--- config.mk ---
export PLATFORM = sky130hd
export DESIGN_NAME = hmrb_core
export DESIGN_NICKNAME = d
export VERILOG_FILES = /design/src/core/hmrb_core.v
export VERILOG_INCLUDE_DIRS = /design/src /design/src/core
export SDC_FILE = /design/constraint.sdc
export NUM_CORES = 1
export LEC_CHECK = 0
export ABC_AREA = 0
export BUFFER_PORTS_ARGS = -buffer_cell sky130_fd_sc_hd__clkbuf_2
export CORE_ASPECT_RATIO = 0.6
export CORE_MARGIN = 1.5
export CORE_UTILIZATION = 25
export DETAILED_ROUTE_END_ITERATION = 10
export PLACE_DENSITY = 0.46
export SLEW_MARGIN = 20
export SYNTH_ARGS = -nofsm -noshare
export SYNTH_HDL_FRONTEND = slang
export SYNTH_SLANG_ARGS = --single-unit
--- constraint.sdc ---
create_clock -name clk_sys -period 1.74 [get_ports clk_sys]
set_input_delay 0.087 -clock clk_sys [delete_from_list [all_inputs] [get_ports clk_sys]]
set_output_delay 0.087 -clock clk_sys [all_outputs]
set_load 0.01 [all_outputs]
--- src/core/hmrb_regs.vh ---
// encodings and field positions of the hyp region base registers, and output reset values
// assumes inclusion by hmrb_core.v only
`ifndef HMRB_REGS_VH
`define HMRB_REGS_VH

// coprocessor number shared by all registers
`define HMRB_COPROC           4'hF
// system control register
`define HMRB_SCR_OPC1         3'h0
`define HMRB_SCR_CRN          4'h1
`define HMRB_SCR_CRM          4'h0
`define HMRB_SCR_OPC2         3'h0
// region-count identification register
`define HMRB_CNT_OPC1         3'h4
`define HMRB_CNT_CRN          4'h0
`define HMRB_CNT_CRM          4'h0
`define HMRB_CNT_OPC2         3'h4
// selected-region base register
`define HMRB_SEL_OPC1         3'h4
`define HMRB_SEL_CRN          4'h6
`define HMRB_SEL_CRM          4'h3
`define HMRB_SEL_OPC2         3'h0
// directly indexed base registers
`define HMRB_DIR_CRN          4'h6
`define HMRB_DIR_OPC1_HI      2'h0
`define HMRB_DIR_CRM_HI       1'h1
`define HMRB_DIR_OPC2_LO      2'h0
`define HMRB_DIR_COUNT        6'h20
// implemented region count, reported in bits [7:0]
`define HMRB_NUM_REGIONS      8'h10
`define HMRB_CNT_MSB          7
// base register fields
`define HMRB_BASE_MSB         31
`define HMRB_BASE_LSB         6
`define HMRB_RES_BIT          5
`define HMRB_SHARE_MSB        4
`define HMRB_SHARE_LSB        3
`define HMRB_PERM_MSB         2
`define HMRB_PERM_LSB         1
`define HMRB_EXEC_NEVER_BIT   0
`define HMRB_BASE_WMASK       32'hFFFFFFDF
// shareability codes
`define HMRB_SHARE_NON        2'h0
`define HMRB_SHARE_RSVD       2'h1
`define HMRB_SHARE_OUTER      2'h2
`define HMRB_SHARE_INNER      2'h3
// exception levels
`define HMRB_LVL_USER         2'h0
`define HMRB_LVL_KERNEL       2'h1
`define HMRB_LVL_HYP          2'h2
// output reset values
`define HMRB_RST_DATA         32'h00000000
`endif

--- src/core/hmrb_core.v ---
// hyp protection region base registers, region count register and system control access decode
// assumes the core pipeline presents one coprocessor access per valid cycle, from clk_sys logic
`timescale 1ns/1ns
`include "hmrb_regs.vh"

module hmrb_core
(
	// clock and reset
	input  wire        clk_sys,
	input  wire        resetn,
	// coprocessor access request
	input  wire        reqValid,
	input  wire        reqWrite,
	input  wire [1:0]  reqLevel,
	input  wire [3:0]  reqCoproc,
	input  wire [2:0]  reqOpc1,
	input  wire [3:0]  reqCrn,
	input  wire [3:0]  reqCrm,
	input  wire [2:0]  reqOpc2,
	input  wire [31:0] reqWdata,
	// trap and translation controls
	input  wire        hypLevelPresent,
	input  wire        generalExceptionTrap,
	input  wire        virtMemWriteTrap,
	input  wire        virtMemReadTrap,
	input  wire        hypGroup0Trap,
	input  wire        hypGroup1Trap,
	input  wire        hypGroup6Trap,
	input  wire        stage2Enable,
	input  wire [7:0]  regionSelector,
	// permission check on the selected region
	input  wire [1:0]  chkLevel,
	input  wire        chkWrite,
	input  wire        chkStage1Allow,
	// access response
	output reg         rspValid,
	output reg  [31:0] rspRdata,
	output reg         rspTrapHyp,
	output reg         rspUndef,
	output reg         rspSysCtl,
	output reg         rspSysCtlWrite,
	// selected region attributes
	output reg  [31:0] selBaseAddr,
	output reg  [1:0]  selShareability,
	output reg         selShareReserved,
	output reg         selExecuteNever,
	output reg         chkAllow
);

////////////////////////////////////////////////////////////////////////////////
// helpers

function match;
	input [3:0] cp;
	input [2:0] o1;
	input [3:0] cn;
	input [3:0] cm;
	input [2:0] o2;
	input [2:0] e1;
	input [3:0] en;
	input [3:0] em;
	input [2:0] e2;
	begin
		match = (cp == `HMRB_COPROC) && (o1 == e1) && (cn == en) && (cm == em) && (o2 == e2);
	end
endfunction

// permission decode of one region for one access
function permOk;
	input [1:0] perm;
	input [1:0] lvl;
	input       wr;
	begin
		if (lvl == `HMRB_LVL_HYP)
			permOk = ~(wr & perm[1]);
		else
			permOk = perm[0] & ~(wr & perm[1]);
	end
endfunction

// region index inside the implemented count
function implemented;
	input [7:0] idx;
	begin
		implemented = (idx < `HMRB_NUM_REGIONS);
	end
endfunction

// kernel access to a hyp-owned register with its group trap set
function hypTrap;
	input open;
	input present;
	input grp;
	begin
		hypTrap = open & present & grp;
	end
endfunction

////////////////////////////////////////////////////////////////////////////////
// decode

reg  [31:0] regionBase [0:`HMRB_NUM_REGIONS-1];

wire        hitSysCtl;
wire        hitCount;
wire        hitSel;
wire        hitDir;
wire [4:0]  dirIndex;
wire        dirImpl;
wire        selImpl;
wire        isKernel;
wire        isHyp;
wire        kernelOpen;
wire [7:0]  selIndex;

assign hitSysCtl = match(reqCoproc, reqOpc1, reqCrn, reqCrm, reqOpc2,
	`HMRB_SCR_OPC1, `HMRB_SCR_CRN, `HMRB_SCR_CRM, `HMRB_SCR_OPC2);
assign hitCount  = match(reqCoproc, reqOpc1, reqCrn, reqCrm, reqOpc2,
	`HMRB_CNT_OPC1, `HMRB_CNT_CRN, `HMRB_CNT_CRM, `HMRB_CNT_OPC2);
assign hitSel    = match(reqCoproc, reqOpc1, reqCrn, reqCrm, reqOpc2,
	`HMRB_SEL_OPC1, `HMRB_SEL_CRN, `HMRB_SEL_CRM, `HMRB_SEL_OPC2);
assign hitDir    = (reqCoproc == `HMRB_COPROC) && (reqCrn == `HMRB_DIR_CRN)
	&& (reqOpc1[2:1] == `HMRB_DIR_OPC1_HI) && (reqCrm[3] == `HMRB_DIR_CRM_HI)
	&& (reqOpc2[1:0] == `HMRB_DIR_OPC2_LO);
assign dirIndex  = {reqOpc1[0], reqCrm[2:0], reqOpc2[2]};
assign dirImpl   = implemented({3'h0, dirIndex});
assign selIndex  = regionSelector;
assign selImpl   = implemented(selIndex);
assign isKernel  = (reqLevel == `HMRB_LVL_KERNEL);
assign isHyp     = (reqLevel == `HMRB_LVL_HYP);
assign kernelOpen = isKernel & ~generalExceptionTrap;

////////////////////////////////////////////////////////////////////////////////
// access outcome

reg         next_trap;
reg         next_undef;
reg         next_write;
reg  [31:0] next_rdata;
reg  [4:0]  wrIndex;

always @*
begin
	next_trap  = 1'b0;
	next_undef = 1'b0;
	next_write = 1'b0;
	next_rdata = `HMRB_RST_DATA;
	wrIndex    = 5'h00;
	if (hitSysCtl)
	begin
		if (kernelOpen)
			next_trap = hypGroup1Trap
				| (reqWrite & virtMemWriteTrap)
				| (~reqWrite & virtMemReadTrap);
		else if (!isHyp)
			next_undef = 1'b1;
	end
	else if (hitCount)
	begin
		if (isHyp)
			next_rdata = {24'h000000, `HMRB_NUM_REGIONS};
		else if (hypTrap(kernelOpen, hypLevelPresent, hypGroup0Trap))
			next_trap = 1'b1;
		else
			next_undef = 1'b1;
	end
	else if (hitSel)
	begin
		if (isHyp)
		begin
			next_write = reqWrite & selImpl;
			wrIndex    = selIndex[4:0];
			if (selImpl)
				next_rdata = regionBase[selIndex[3:0]];
		end
		else if (hypTrap(kernelOpen, hypLevelPresent, hypGroup6Trap))
			next_trap = 1'b1;
		else
			next_undef = 1'b1;
	end
	else if (hitDir)
	begin
		if (!dirImpl)
			next_undef = 1'b1;
		else if (isHyp)
		begin
			next_write = reqWrite;
			wrIndex    = dirIndex;
			next_rdata = regionBase[dirIndex[3:0]];
		end
		else if (hypTrap(kernelOpen, hypLevelPresent, hypGroup6Trap))
			next_trap = 1'b1;
		else
			next_undef = 1'b1;
	end
	else
		next_undef = 1'b1;
end

////////////////////////////////////////////////////////////////////////////////
// region storage, no reset so fields start unknown

wire        wrEnable;
wire [31:0] wrWord;

assign wrEnable = reqValid & next_write;
assign wrWord   = reqWdata & `HMRB_BASE_WMASK;

always @(posedge clk_sys)
begin
	if (wrEnable)
		regionBase[wrIndex[3:0]] <= wrWord;
end

////////////////////////////////////////////////////////////////////////////////
// response

wire        sysCtlGrant;

assign sysCtlGrant = reqValid & hitSysCtl & ~next_trap & ~next_undef;

always @(posedge clk_sys or negedge resetn)
begin
	if (!resetn)
	begin
		rspValid       <= 1'b0;
		rspRdata       <= `HMRB_RST_DATA;
		rspTrapHyp     <= 1'b0;
		rspUndef       <= 1'b0;
		rspSysCtl      <= 1'b0;
		rspSysCtlWrite <= 1'b0;
	end
	else
	begin
		rspValid       <= reqValid;
		rspRdata       <= (reqValid && !reqWrite) ? next_rdata : `HMRB_RST_DATA;
		rspTrapHyp     <= reqValid & next_trap;
		rspUndef       <= reqValid & next_undef;
		rspSysCtl      <= sysCtlGrant;
		rspSysCtlWrite <= sysCtlGrant & reqWrite;
	end
end

////////////////////////////////////////////////////////////////////////////////
// selected region attributes and permission check

wire [31:0] selWord;
wire        selPerm;
wire        selAllow;
wire [1:0]  selShare;
wire        hypCheck;

assign selWord  = selImpl ? regionBase[selIndex[3:0]] : `HMRB_RST_DATA;
assign selPerm  = permOk(selWord[`HMRB_PERM_MSB:`HMRB_PERM_LSB], chkLevel, chkWrite);
assign selAllow = selImpl & selPerm;
assign selShare = selWord[`HMRB_SHARE_MSB:`HMRB_SHARE_LSB];
assign hypCheck = (chkLevel == `HMRB_LVL_HYP);

always @(posedge clk_sys or negedge resetn)
begin
	if (!resetn)
	begin
		selBaseAddr      <= `HMRB_RST_DATA;
		selShareability  <= `HMRB_SHARE_NON;
		selShareReserved <= 1'b0;
		selExecuteNever  <= 1'b0;
		chkAllow         <= 1'b0;
	end
	else
	begin
		selBaseAddr      <= {selWord[`HMRB_BASE_MSB:`HMRB_BASE_LSB], 6'h00};
		selShareability  <= selShare;
		selShareReserved <= (selShare == `HMRB_SHARE_RSVD);
		selExecuteNever  <= selWord[`HMRB_EXEC_NEVER_BIT];
		if (hypCheck)
			chkAllow <= selAllow;
		else if (stage2Enable)
			chkAllow <= selAllow & chkStage1Allow;
		else
			chkAllow <= chkStage1Allow;
	end
end

endmodule // hmrb_core

==> out/summary.md, run 1 <==
The worst setup path is launched from a register. The adder-cell share of the synthesized area is 0%, and the slack of the worst reg-to-reg path is -0.07 ns. The worst voltage drop across the vdd grid came out at 0.8411 mV. By count the netlist is led by 496 x edfxtp_1, 221 x mux4_2, 103 x mux2_2.

The starting utilization of the core area came out at 25.38%. Once layout is done, the placed cells without fillers occupy 0.03330 mm^2. The die covers 0.1047 mm^2.

Maximum net fanout on the critical path: 2. The worst setup slack after layout is -0.07372 ns, and the boundary pin count is 150. The number of vias per cell after detailed routing came out at 4.994. The max capacitance violation total is 0, and the count of antenna diodes in the layout is 0. The parity-gate share of the synthesized area counting xor and xnor cells is 0%.

Data on the critical path is required at its endpoint by 2.26 ns. The maximum clock path buffer count was 3; the count of mapped cells out of synthesis was 1339. The biggest area contributor in the post-synthesis netlist is edfxtp_1.

Clock tree synthesis inserted a total of 56 buffers. Yosys attributes the largest share of cell area to edfxtp_1 58%, mux4_2 19%, dfrtp_1 6.5%, mux2_2 4.5%, o22ai_1 1.9%. Counting distinct cell types in the post-synthesis netlist gives 59.

The number of buffers inserted by port buffering was 141; the detailed-route via count was 15490. The synthesized netlist devotes 5.129% of its cell area to compound gates. Setup repair after global routing could not meet its margin everywhere. The via count of the first global-routing pass was 16020.

The tools report the share of synthesized area occupied by flip-flops and latches as 64.57%. The static leakage power is 0.01138 uW, and the aggregate global-route resource usage is 15.49%. TritonCTS built the clock tree. In the routed design, unresolved DRC markers number 0.

The area fraction in and, or, nand and nor cells after synthesis came out at 3.286%. After synthesis, the largest family of logic cells by area is multiplexers. The antenna violation net count after detailed routing is 0, and the y dimension of the die is 251.2 um. Total count of hold-check failures in the final report: 0. The power per cell area was 897.2 mW/mm^2; the combined area of all synthesized cells was 0.02566 mm^2.

The share of the core filled with cells in the final layout came out at 32.93%. The cell sitting at the root of the clock tree is a clkbuf_16. The setup path with the least slack is of type register to register.

The logs give 563 for the number of clock sinks and 0.65 ns for the clock insertion delay at the later pin of the skew report. The post-route netlist has 49.21% of its cells at a drive strength greater than 1. The synthesized design contains 496 enable-type register cells.

Between clock sinks in the finished design, the worst skew comes to 0.02739 ns. The worst setup path is captured at a register. The tools report the startpoint of the most critical hold path as regionSelector[4]. During synthesis, Yosys emitted a total of 0 warnings.

Number of cells on the worst reg-to-reg path: 4. The run gives 0.1011 mm^2 as the area inside the core boundary. The run gives 0 as the number of pins with negative max-slew slack in the final report.

From left edge to right edge, the die measures 416.6 um. The wire length of the first global-routing pass is 117400 um, and the actual slew at the worst max-slew pin is 0.7445 ns. The run gives 57 as the final count of negative-setup-slack endpoints. The count of placed standard cells in the final layout, fillers left out was 3102. Data arrives at the worst endpoint at 2.34 ns. The type of the most critical hold path was input pin to register. The flow ran to the end, but the final reports show violations. The worst register-to-register path ends at rspRdata[31]. The signal on the critical path passes through mux4_2, mux4_2, and2_4, a22o_1. By instance count, the cell type seen most on the critical path is mux4_2. On the final layout, the worst hold slack is 0.02655 ns. Dividing the detail-routed wire length by the instance count gives 26.79 um. Final cycle utilization of the critical path: 104.2%. The largest single stage delay on the critical path is 0.49 ns. Derived from the worst setup path, the maximum achievable clock frequency is 0.5514 GHz. The dominant register cell in the synthesized netlist is edfxtp_1. Each instance of the synthesized netlist takes up on average 19.17 um^2.

After global routing the overflow that remains totals 0. CTS built an H-tree with a depth of 2. The critical path's top delay family is multiplexers.

Share of cell area taken by muxes after synthesis: 24.58%. Entering global routing, the biggest net connects 61 pins. Before antenna repair, the detailed router went through 5 iterations. The worst register-to-register path begins at regionBase[7][30].

The most common cell in the synthesized netlist is edfxtp_1. The tightest slew margin relative to the limit is 50.21%, and the area share of the largest cell type after synthesis is 58.03%. The post-synthesis sequential element count works out to 563. The initial antenna violation count was 2. The synthesis-to-layout area growth is 29.74%, and the depth of the worst hold-timing path is 4. After detailed routing, the total wire length is 83120 um.

The initialized floorplan defines 90 standard-cell rows. Clock-pin slew was measured on the worst setup and hold paths at 0.06 ns. The final weighted congestion in routability-driven placement is 0.8240. The worst hold path terminates at selShareability[1]. The number of DRC violations after detailed-routing iteration 0 was 1391. Including well taps, the total number of placed cells is 2930. For this design, the slowest cell found on the critical path is mux4_2. The fraction of registers with async set/reset is 11.90%.

The final reports fail on setup timing. For the half-perimeter wire length after detailed placement, the log shows 52530 um. The number of nets in the layout came out at 1797. The final critical delay including setup and external delays works out to 1.814 ns. The number of buffers and inverters on the critical path is 0.

The run gives 0.03020 mm^2 as the total cell area at the placement stage.
## what timing repair did
action                     CTS  global route
gates resized for setup     23            54
hold buffers                51             1
buffers inserted             1            10
pin swaps                    8            20
cloned                       0             8
setup endpoints to repair   18           305
hold endpoints to repair   570             1
## power by group
| group | switching, uW | internal [uW] | leakage [uW] | total (uW) |
|---|---|---|---|---|
| Combinational | 1230 | 1130 | 0.00507 | 2360 |
| Clock | 5610 | 7180 | 0.000933 | 12800 |
| Sequential | 9.04 | 14700 | 0.00538 | 14700 |
| Total | 6850 | 23000 | 0.0114 | 29900 |
## state kept, by name (all words and copies together), names as in the netlist, 2 cells and up
name             flops
regionBase         496
rspRdata            31
selBaseAddr         26
selShareability      2
## routing by layer
metal | up-vias | global-route usage, % | share of wire (%)
met5 | - | 0 | 0
met4 | 0 | 3.055 | 1.7
met1 | 8398 | 23.10 | 48
met3 | 97 | 2.680 | 5.5
met2 | 479 | 23.57 | 45
li1 | 6516 | - | -
## worst register-to-register path, delay by kind of cell, from the launching register on
family	cells	cell delay [ns]
multiplexers	2	0.96
flip-flops	1	0.39
AO/OA/AOI/OAI	1	0.19
AND/OR/NAND/NOR	1	0.16
## stage by stage
stage | TNS (ns) | setup WS [ns] | power [uW]
6_report | -1.211 | -0.07372 | 29880
5_1_grt | -2.447 | -0.1252 | 30890
4_1_cts | -0.2106 | -0.08258 | 30220
3_5_place_dp | -310.38 | -0.6887 | 17220
3_3_place_gp | -306.57 | -0.6941 | 17210
2_1_floorplan | -352.94 | -0.9007 | 16240
## placed cells by master, fill, tap and decap left out, drive strengths merged, types with 8 or more instances in the layout
| cell type | n |
|---|---|
| edfxtp | 496 |
| buf | 233 |
| mux4 | 221 |
| clkbuf | 211 |
| mux2 | 103 |
| o22ai | 78 |
| dfrtp | 67 |
| dlygate4sd3 | 51 |
| nor2 | 44 |
| a22o | 29 |
| a221o | 26 |
| nor3b | 26 |
| clkinv | 26 |
| mux2i | 17 |
| nand2 | 11 |
| nand3 | 9 |
| nor2b | 8 |
## worst max path at each step
| stage | start | cells past startpoint | to | slack, ns |
|---|---|---|---|---|
| floorplan | reqOpc2[2] | 7 | regionBase[15][0] | -0.90 |
| global placement | reqOpc1[0] | 9 | regionBase[7][12] | -0.69 |
| detailed placement | reqOpc1[0] | 10 | regionBase[15][10] | -0.69 |
| CTS | regionBase[7][30] | 4 | rspRdata[31] | -0.08 |
| global route | regionBase[7][30] | 4 | rspRdata[31] | -0.13 |
| finish | regionBase[7][30] | 4 | rspRdata[31] | -0.07 |
## layout make-up
type,count,area (um^2)
Sequential cell,563,16570
Clock buffer,69,1490
Multi-Input combinational cell,670,9079
Inverter,4,15.01
Timing Repair Buffer,426,4060
Fill cell,9645,67830
Clock inverter,36,412.9
Tap cell,1334,1669
## logic make-up (layout without fill, tap and decap cells)
| kind of cell | count (synthesis) | count (layout) |
|---|---|---|
| DFF | 563 | 563 |
| muxes | 341 | 341 |
| AOI/OAI and AO/OA | 174 | 174 |
| and+or+nand+nor | 148 | 148 |
| buffers and inverters | 112 | 535 |
| other | 1 | 7 |
Power figures use the tool's default switching activity.
==> run 2, diff against run 1 <==
==> constraint.sdc (replaced) <==
create_clock -name clk_sys -period 1.74 [get_ports clk_sys]
set_input_delay 0.348 -clock clk_sys [delete_from_list [all_inputs] [get_ports clk_sys]]
set_output_delay 0.348 -clock clk_sys [all_outputs]
set_load 0.01 [all_outputs]
==> out/summary.md, run 2 (synthesis gave the netlist of run 1 again) <==
The run finished, with violations left. The final reports fail on setup timing. The tools report the cell at the root of the clock tree as clkbuf_16. The tools report the launching point of the worst reg2reg path as regionBase[15][30]. The count of buffers added on input and output ports is 141. Number of filler cells placed in the layout: 9510.

Entering global routing, the biggest net connects 68 pins. The signal on the critical path passes through buf_6, nor4_4, buf_6, buf_6, and3_4, o211ai_1, a21o_2, buf_6, nor3_4, buf_12, clkbuf_16. Power spread over the standard cell area amounts to 875.8 mW/mm^2.

The total count of hold-check failures in the final report was 0; the static leakage power was 0.01187 uW. Type of the most critical hold path: input pin to register. For the tightest slew margin relative to the limit, the log shows 57.82%.

For the achievable frequency, the log shows 0.5002 GHz. Leaving out fill and tap cells, the most frequent cell in the layout is edfxtp_1. The die covers 0.1047 mm^2. Relative to the synthesized area, the layout overhead comes to 34.11%. After routing, the total negative slack on setup checks comes to -62.44 ns. The wire length of the first global-routing pass is 118200 um. TritonCTS built the clock tree. The detailed router finished its first iteration with 1688 violations. The sequential cells in the finished layout cover a total of 0.01657 mm^2.

The actual slew at the worst max-slew pin was 0.6328 ns. 150 I/O pins were placed. The y dimension of the die is 251.2 um.

The share of cells above drive strength 1 is 53.15%. The aggregate global-route resource usage is 15.68%. Counting I/O delays and the setup requirement, the final critical path takes 1.999 ns.

After detailed routing, the average wire length per cell comes to 28.64 um. Start point of the critical path: reqOpc2[0]. The worst-case IR drop observed on VDD is 0.8123 mV. For this run, the number of standard cells in the final layout without fillers is 3129.

The initial utilization of the core area, before any placement, comes to 25.38%. Setup violations remaining at the end of the flow were counted as 436. The first detailed-routing pass took 5 iterations.

Among all stages on the critical path, the largest delay is contributed by nor4_4. For the total CTS buffers, the log shows 56. The critical path class was input pin to register. The half-perimeter wire length after detailed placement was 52210 um. The initial antenna violation count was 3. For the via count of the first global-routing pass, the log shows 16030.

The startpoint of the most critical hold path was stage2Enable. The logs give 563 for the number of clock sinks and 3 for the maximum clock path buffer count. The run gives 2.09 ns as the required time at the endpoint of the critical path. Including well taps, the total number of placed cells is 2933. Setup repair after global routing could not meet its margin everywhere. For this run, the share of the core covered by cells in the final layout is 34.04%.

Broken down by cell family, the worst path's largest delay share belongs to buffers and inverters. The standard-cell row count was 90; the delay of the slowest cell on the worst path was 0.30 ns. For the clock tree skew after final layout, the log shows 0.01440 ns. The run gives 1822 as the number of nets in the layout. Final wirelength: 89630 um. The run gives 2 as the depth of the CTS H-tree. Clock insertion delay at the later pin of the skew report: 0.63 ns.

Leaving out fill and tap cells, the most frequent cells in the layout are 496 x edfxtp_1, 221 x mux4_2, 147 x buf_4. After layout, the design draws a total of 30150 uW. The detailed-route via count is 15870. The run gives 0 as the number of pins with negative max-slew slack in the final report. The data arrival time of the worst path came out at 2.35 ns.

The maximum net fanout on the critical path came out at 8. The tools report the area inside the core boundary as 0.1011 mm^2. Using the TritonRoute via totals, the vias-per-cell ratio works out to 5.072. The die is 416.6 um wide. Overall overflow remaining after global route: 0. The number of buffers and inverters on the critical path is 6.

Nature of the critical path endpoint: a register. The tool flagged a number of max-cap violations equal to 0. After layout, the worst path uses 114.9% of the clock period. For the worst setup slack after layout, the log shows -0.2591 ns. Counting stages on the worst path, the most repeated cell is buf_6.

The count of nets left with antenna violations once routing finished came out at 0. For this run, design rule violations remaining after detail routing come to 0. The number of flip-flops under the largest register name came out at 496. Summing all multi-input logic gate instances after layout gives 0.009153 mm^2.

After clock tree synthesis, the clock-pin slew on the worst setup and hold paths is 0.07 ns. The worst setup path is launched from an input pin. Routability-driven placement finished with a final weighted congestion of 0.8282.
-- run 2: changes by cell type in the layout (fill, tap and decap cells not counted), sizes merged, moves of 2 or more --
cell         delta
buf            +51
bufinv          +2
clkbuf         +19
clkinv          -2
diode           +2
dlygate4sd3    -47
-- run 2: path summary, 6_finish.rpt --
check                      slack, ns  cells after the start                 end
max in group asynchronous       1.01                      3        rspRdata[27]
setup reg to reg               -0.07                      4        rspRdata[31]
setup / recovery               -0.26                     11  regionBase[13][12]
min in group asynchronous       0.31                      3     selBaseAddr[13]
hold / removal                  0.08                      4            chkAllow
hold reg to reg                 0.88                      3     selBaseAddr[14]
-- run 2: per-layer routing --
layer | global-route usage [%] | routed length (um) | part of all wire, %
met5 | 0 | 0 | 0
met4 | 4.056 | 1978 | 2.2
met3 | 3.350 | 6938 | 7.7
met2 | 23.86 | 40530 | 45
met1 | 22.61 | 40190 | 45
-- run 2: timing repair --
item | CTS | global route
buffers inserted | 16 | 42
hold buffers | 4 | 0
endpoints found under the setup margin | 448 | 505
gates resized for setup | 44 | 124
endpoints found under the hold margin | 70 | 0
cloned | 6 | 33
pin swaps | 16 | 43
-- run 2: worst register-to-register path: stages, from the launching register on --
cell,delay (ns)
edfxtp_1,0.38
mux4_2,0.50
mux4_2,0.47
and2_4,0.17
a22o_1,0.19
-- run 2: power breakdown --
group	internal (uW)	total, uW	leakage (uW)	switching (uW)
Sequential	14700	14700	0.00538	8.17
Combinational	1110	2340	0.00554	1230
Clock	7490	13100	0.000957	5600
-- run 2: cell type report --
class                   count  area share [%]
multi-input cells         670           26.59
well taps                1334           4.849
clock inverters            38           1.323
clock buffers              67           4.337
repair buffers            451           14.68
diodes                      2         0.01454
inverters                   4         0.05816
flip-flops and latches    563           48.14
-- run 2: per-stage QoR --
step | hold slack, ns | worst slack (ns) | area, um^2
after floorplan | 0.05241 | -1.162 | 25940
after global placement | 0.4385 | -0.9099 | 30260
after CTS | 0.05390 | -0.1754 | 32770
after global routing | 0.08053 | -0.2962 | 34420
after detailed placement | 0.4363 | -0.9164 | 30260
final | 0.08467 | -0.2591 | 34420
==> run 3, diff against run 2 <==
- CTS_CLUSTER_SIZE: unset -> 12
- PLACE_DENSITY: 0.46 -> 0.45
- clock period: 1.74 -> 2.4 ns (I/O delays scaled with it)
==> out/summary.md, run 3 (synthesis gave the netlist of run 1 again) <==
For the routing usage on met2, the log shows 23.87%. The number of pins with negative max-slew slack in the final report was 0; the share of the core filled with cells in the final layout was 31.46%. Global routing used 2.729% of the available met3 tracks. The filler cells instantiated in the layout total 9748. Once detailed placement completed, the half-perimeter wirelength came to 52750 um. For the pin with the worst max-slew slack, the measured transition is 0.5724 ns. 150 I/O pins were placed.

The flow ran to the end, and the final reports show no timing, DRC or antenna violations. The total count of hold-check failures in the final report was 0. Dividing the detail-routed wire length by the instance count gives 26.63 um. The clock transition at the registers of the reported paths came out at 0.06 ns. The worst hold path belongs to the class input pin to register. The count of buffers added on input and output ports is 141.

The type of origin of the critical path was an input pin. For the number of clock sinks, the log shows 563. The share of cells above drive strength 1 works out to 46.48%.

The clock insertion delay at the later pin of the skew report is 0.65 ns. Data on the critical path arrives at its endpoint at 2.39 ns. Setup violations remaining at the end of the flow were counted as 0. The worst path needs 2.075 ns of the cycle, external delays included. The tool flagged a number of max-cap violations equal to 0. The clock passes through at most 3 buffers. Registers take 0.01657 mm^2. Most utilized layer in the global route result: met2.

TritonCTS built the clock tree. The H-tree was split into 2 levels. Once detail routing completed, the nets flagged for antenna violations numbered 0.

Post-CTS setup repair buffer count: 0. The static leakage power was 0.01074 uW; the first-pass iteration count of the detailed router was 5. Clock tree synthesis selected as its root buffer the cell clkbuf_16. The floorplan step defined a die boundary enclosing 0.1047 mm^2. Static timing analysis puts the maximum clock frequency at 0.4819 GHz. The congestion estimate from routability-driven global placement came to 0.8048.

The top cell types in the final layout, fill and taps aside, are 496 x edfxtp_1, 221 x mux4_2, 153 x buf_4. The number of flip-flops under the largest register name was 496; the worst voltage drop across the vdd grid was 0.5296 mV. Multi-input combinational cell area: 0.008746 mm^2.

The required time at the endpoint of the critical path is 2.71 ns, and the via count of the first global-routing pass is 15650. The count of cells in the finished layout, fillers not included, comes to 3026. Entering global routing, the biggest net connects 38 pins. The tools report the residual DRC count as 0.

Across the routed clock network, the largest skew measured is 0.03203 ns. The run gives 1300 as the number of DRC violations after detailed-routing iteration 0. The floorplan has 90 rows.

Measured against its own limit, the worst slew margin works out to 61.84%. The final critical path takes up 86.47% of the cycle. The critical path class was input pin to register. The total area inside the core boundary comes to 0.1011 mm^2. The final wirelength is 80580 um. The run gives 2 as the initial antenna violation count. The library cell used most frequently in the layout, excluding fill and tap cells, is edfxtp_1. Relative to the synthesized area, the layout overhead comes to 23.95%.

The starting utilization of the core area is 25.38%, and the met1 global-route usage is 22.19%. The power per cell area came out at 659.2 mW/mm^2. Wire length of the first global-routing pass: 115500 um. At the end of the flow, the number of nets in the layout was 1722. TritonCTS created 56 clock buffers. In the routed layout, each cell is associated on average with a via count of 4.925. The horizontal die dimension was 416.6 um. Y dimension of the die: 251.2 um. For the aggregate global-route resource usage, the log shows 15.29%. The maximum net fanout on the critical path is 22, and the detailed-route via count is 14900.

The number of cells after detailed placement came out at 2921. Setup repair after global routing left no endpoint under its margin. The total overflow left after global routing is 0. The tools report the nature of the critical path endpoint as a register.
==> run 3: area by class of cell <==
cell class / instances / share of cell area (%)
multi-input cells: 670 / 27.49
inverters: 4 / 0.04720
clock buffers: 93 / 4.968
flip-flops and latches: 563 / 52.09
well taps: 1334 / 5.247
repair buffers: 351 / 9.605
diodes: 1 / 0.007867
clock inverters: 10 / 0.5389
==> run 3: where the power goes <==
part	internal (uW)	total, uW	switching, uW
Sequential	10700	10700	5.95
Combinational	743	1600	854
Clock	4820	8700	3880
Total	16200	21000	4740
==> run 3: repair_timing <==
item / CTS / global route
resized for setup: 0 / 0
endpoints found under the hold margin: 30 / 0
hold buffers: 1 / 0
==> run 3: per-stage QoR <==
stage          area (um^2)  TNS (ns)  worst slack (ns)  total power [uW]  hold WS (ns)
2_1_floorplan        25960   -207.34           -0.6337             11780        0.1844
3_3_place_gp         30050   -118.40           -0.3222             12490        0.4948
3_5_place_dp         30050   -125.40           -0.3243             12500        0.4990
4_1_cts              31810         0            0.3550             21270       0.05554
5_1_grt              31810         0            0.2640             21720       0.08353
6_report             31810         0            0.3247             20970       0.09530
==> run 3: worst paths after layout <==
kind / startpoint / to / slack, ns / depth (start not counted)
worst min register to register: regionBase[15][23] / selBaseAddr[24] / 0.87 / 3
worst max-delay path: reqOpc1[0] / regionBase[4][23] / 0.32 / 8
worst min-delay path: chkStage1Allow / chkAllow / 0.1 / 3
worst max register to register: regionBase[10][7] / rspRdata[8] / 0.48 / 5
max in group asynchronous: resetn / rspRdata[26] / 1.32 / 3
min in group asynchronous: resetn / rspRdata[14] / 0.40 / 2
==> run 3: metal layers <==
| metal | part of all wire [%] | wire length [um] |
|---|---|---|
| met1 | 47 | 37580 |
| met2 | 46 | 37390 |
| met3 | 5.3 | 4257 |
| met4 | 1.7 | 1356 |
| met5 | 0 | 0 |
==> run 3: worst max-delay path, cell delays in order <==
cell      delay [ns]
clkbuf_2        0.10
nor4_4          0.34
buf_12          0.17
nand4_1         0.11
a21o_1          0.22
or4_4           0.57
nor2_4          0.16
buf_12          0.22
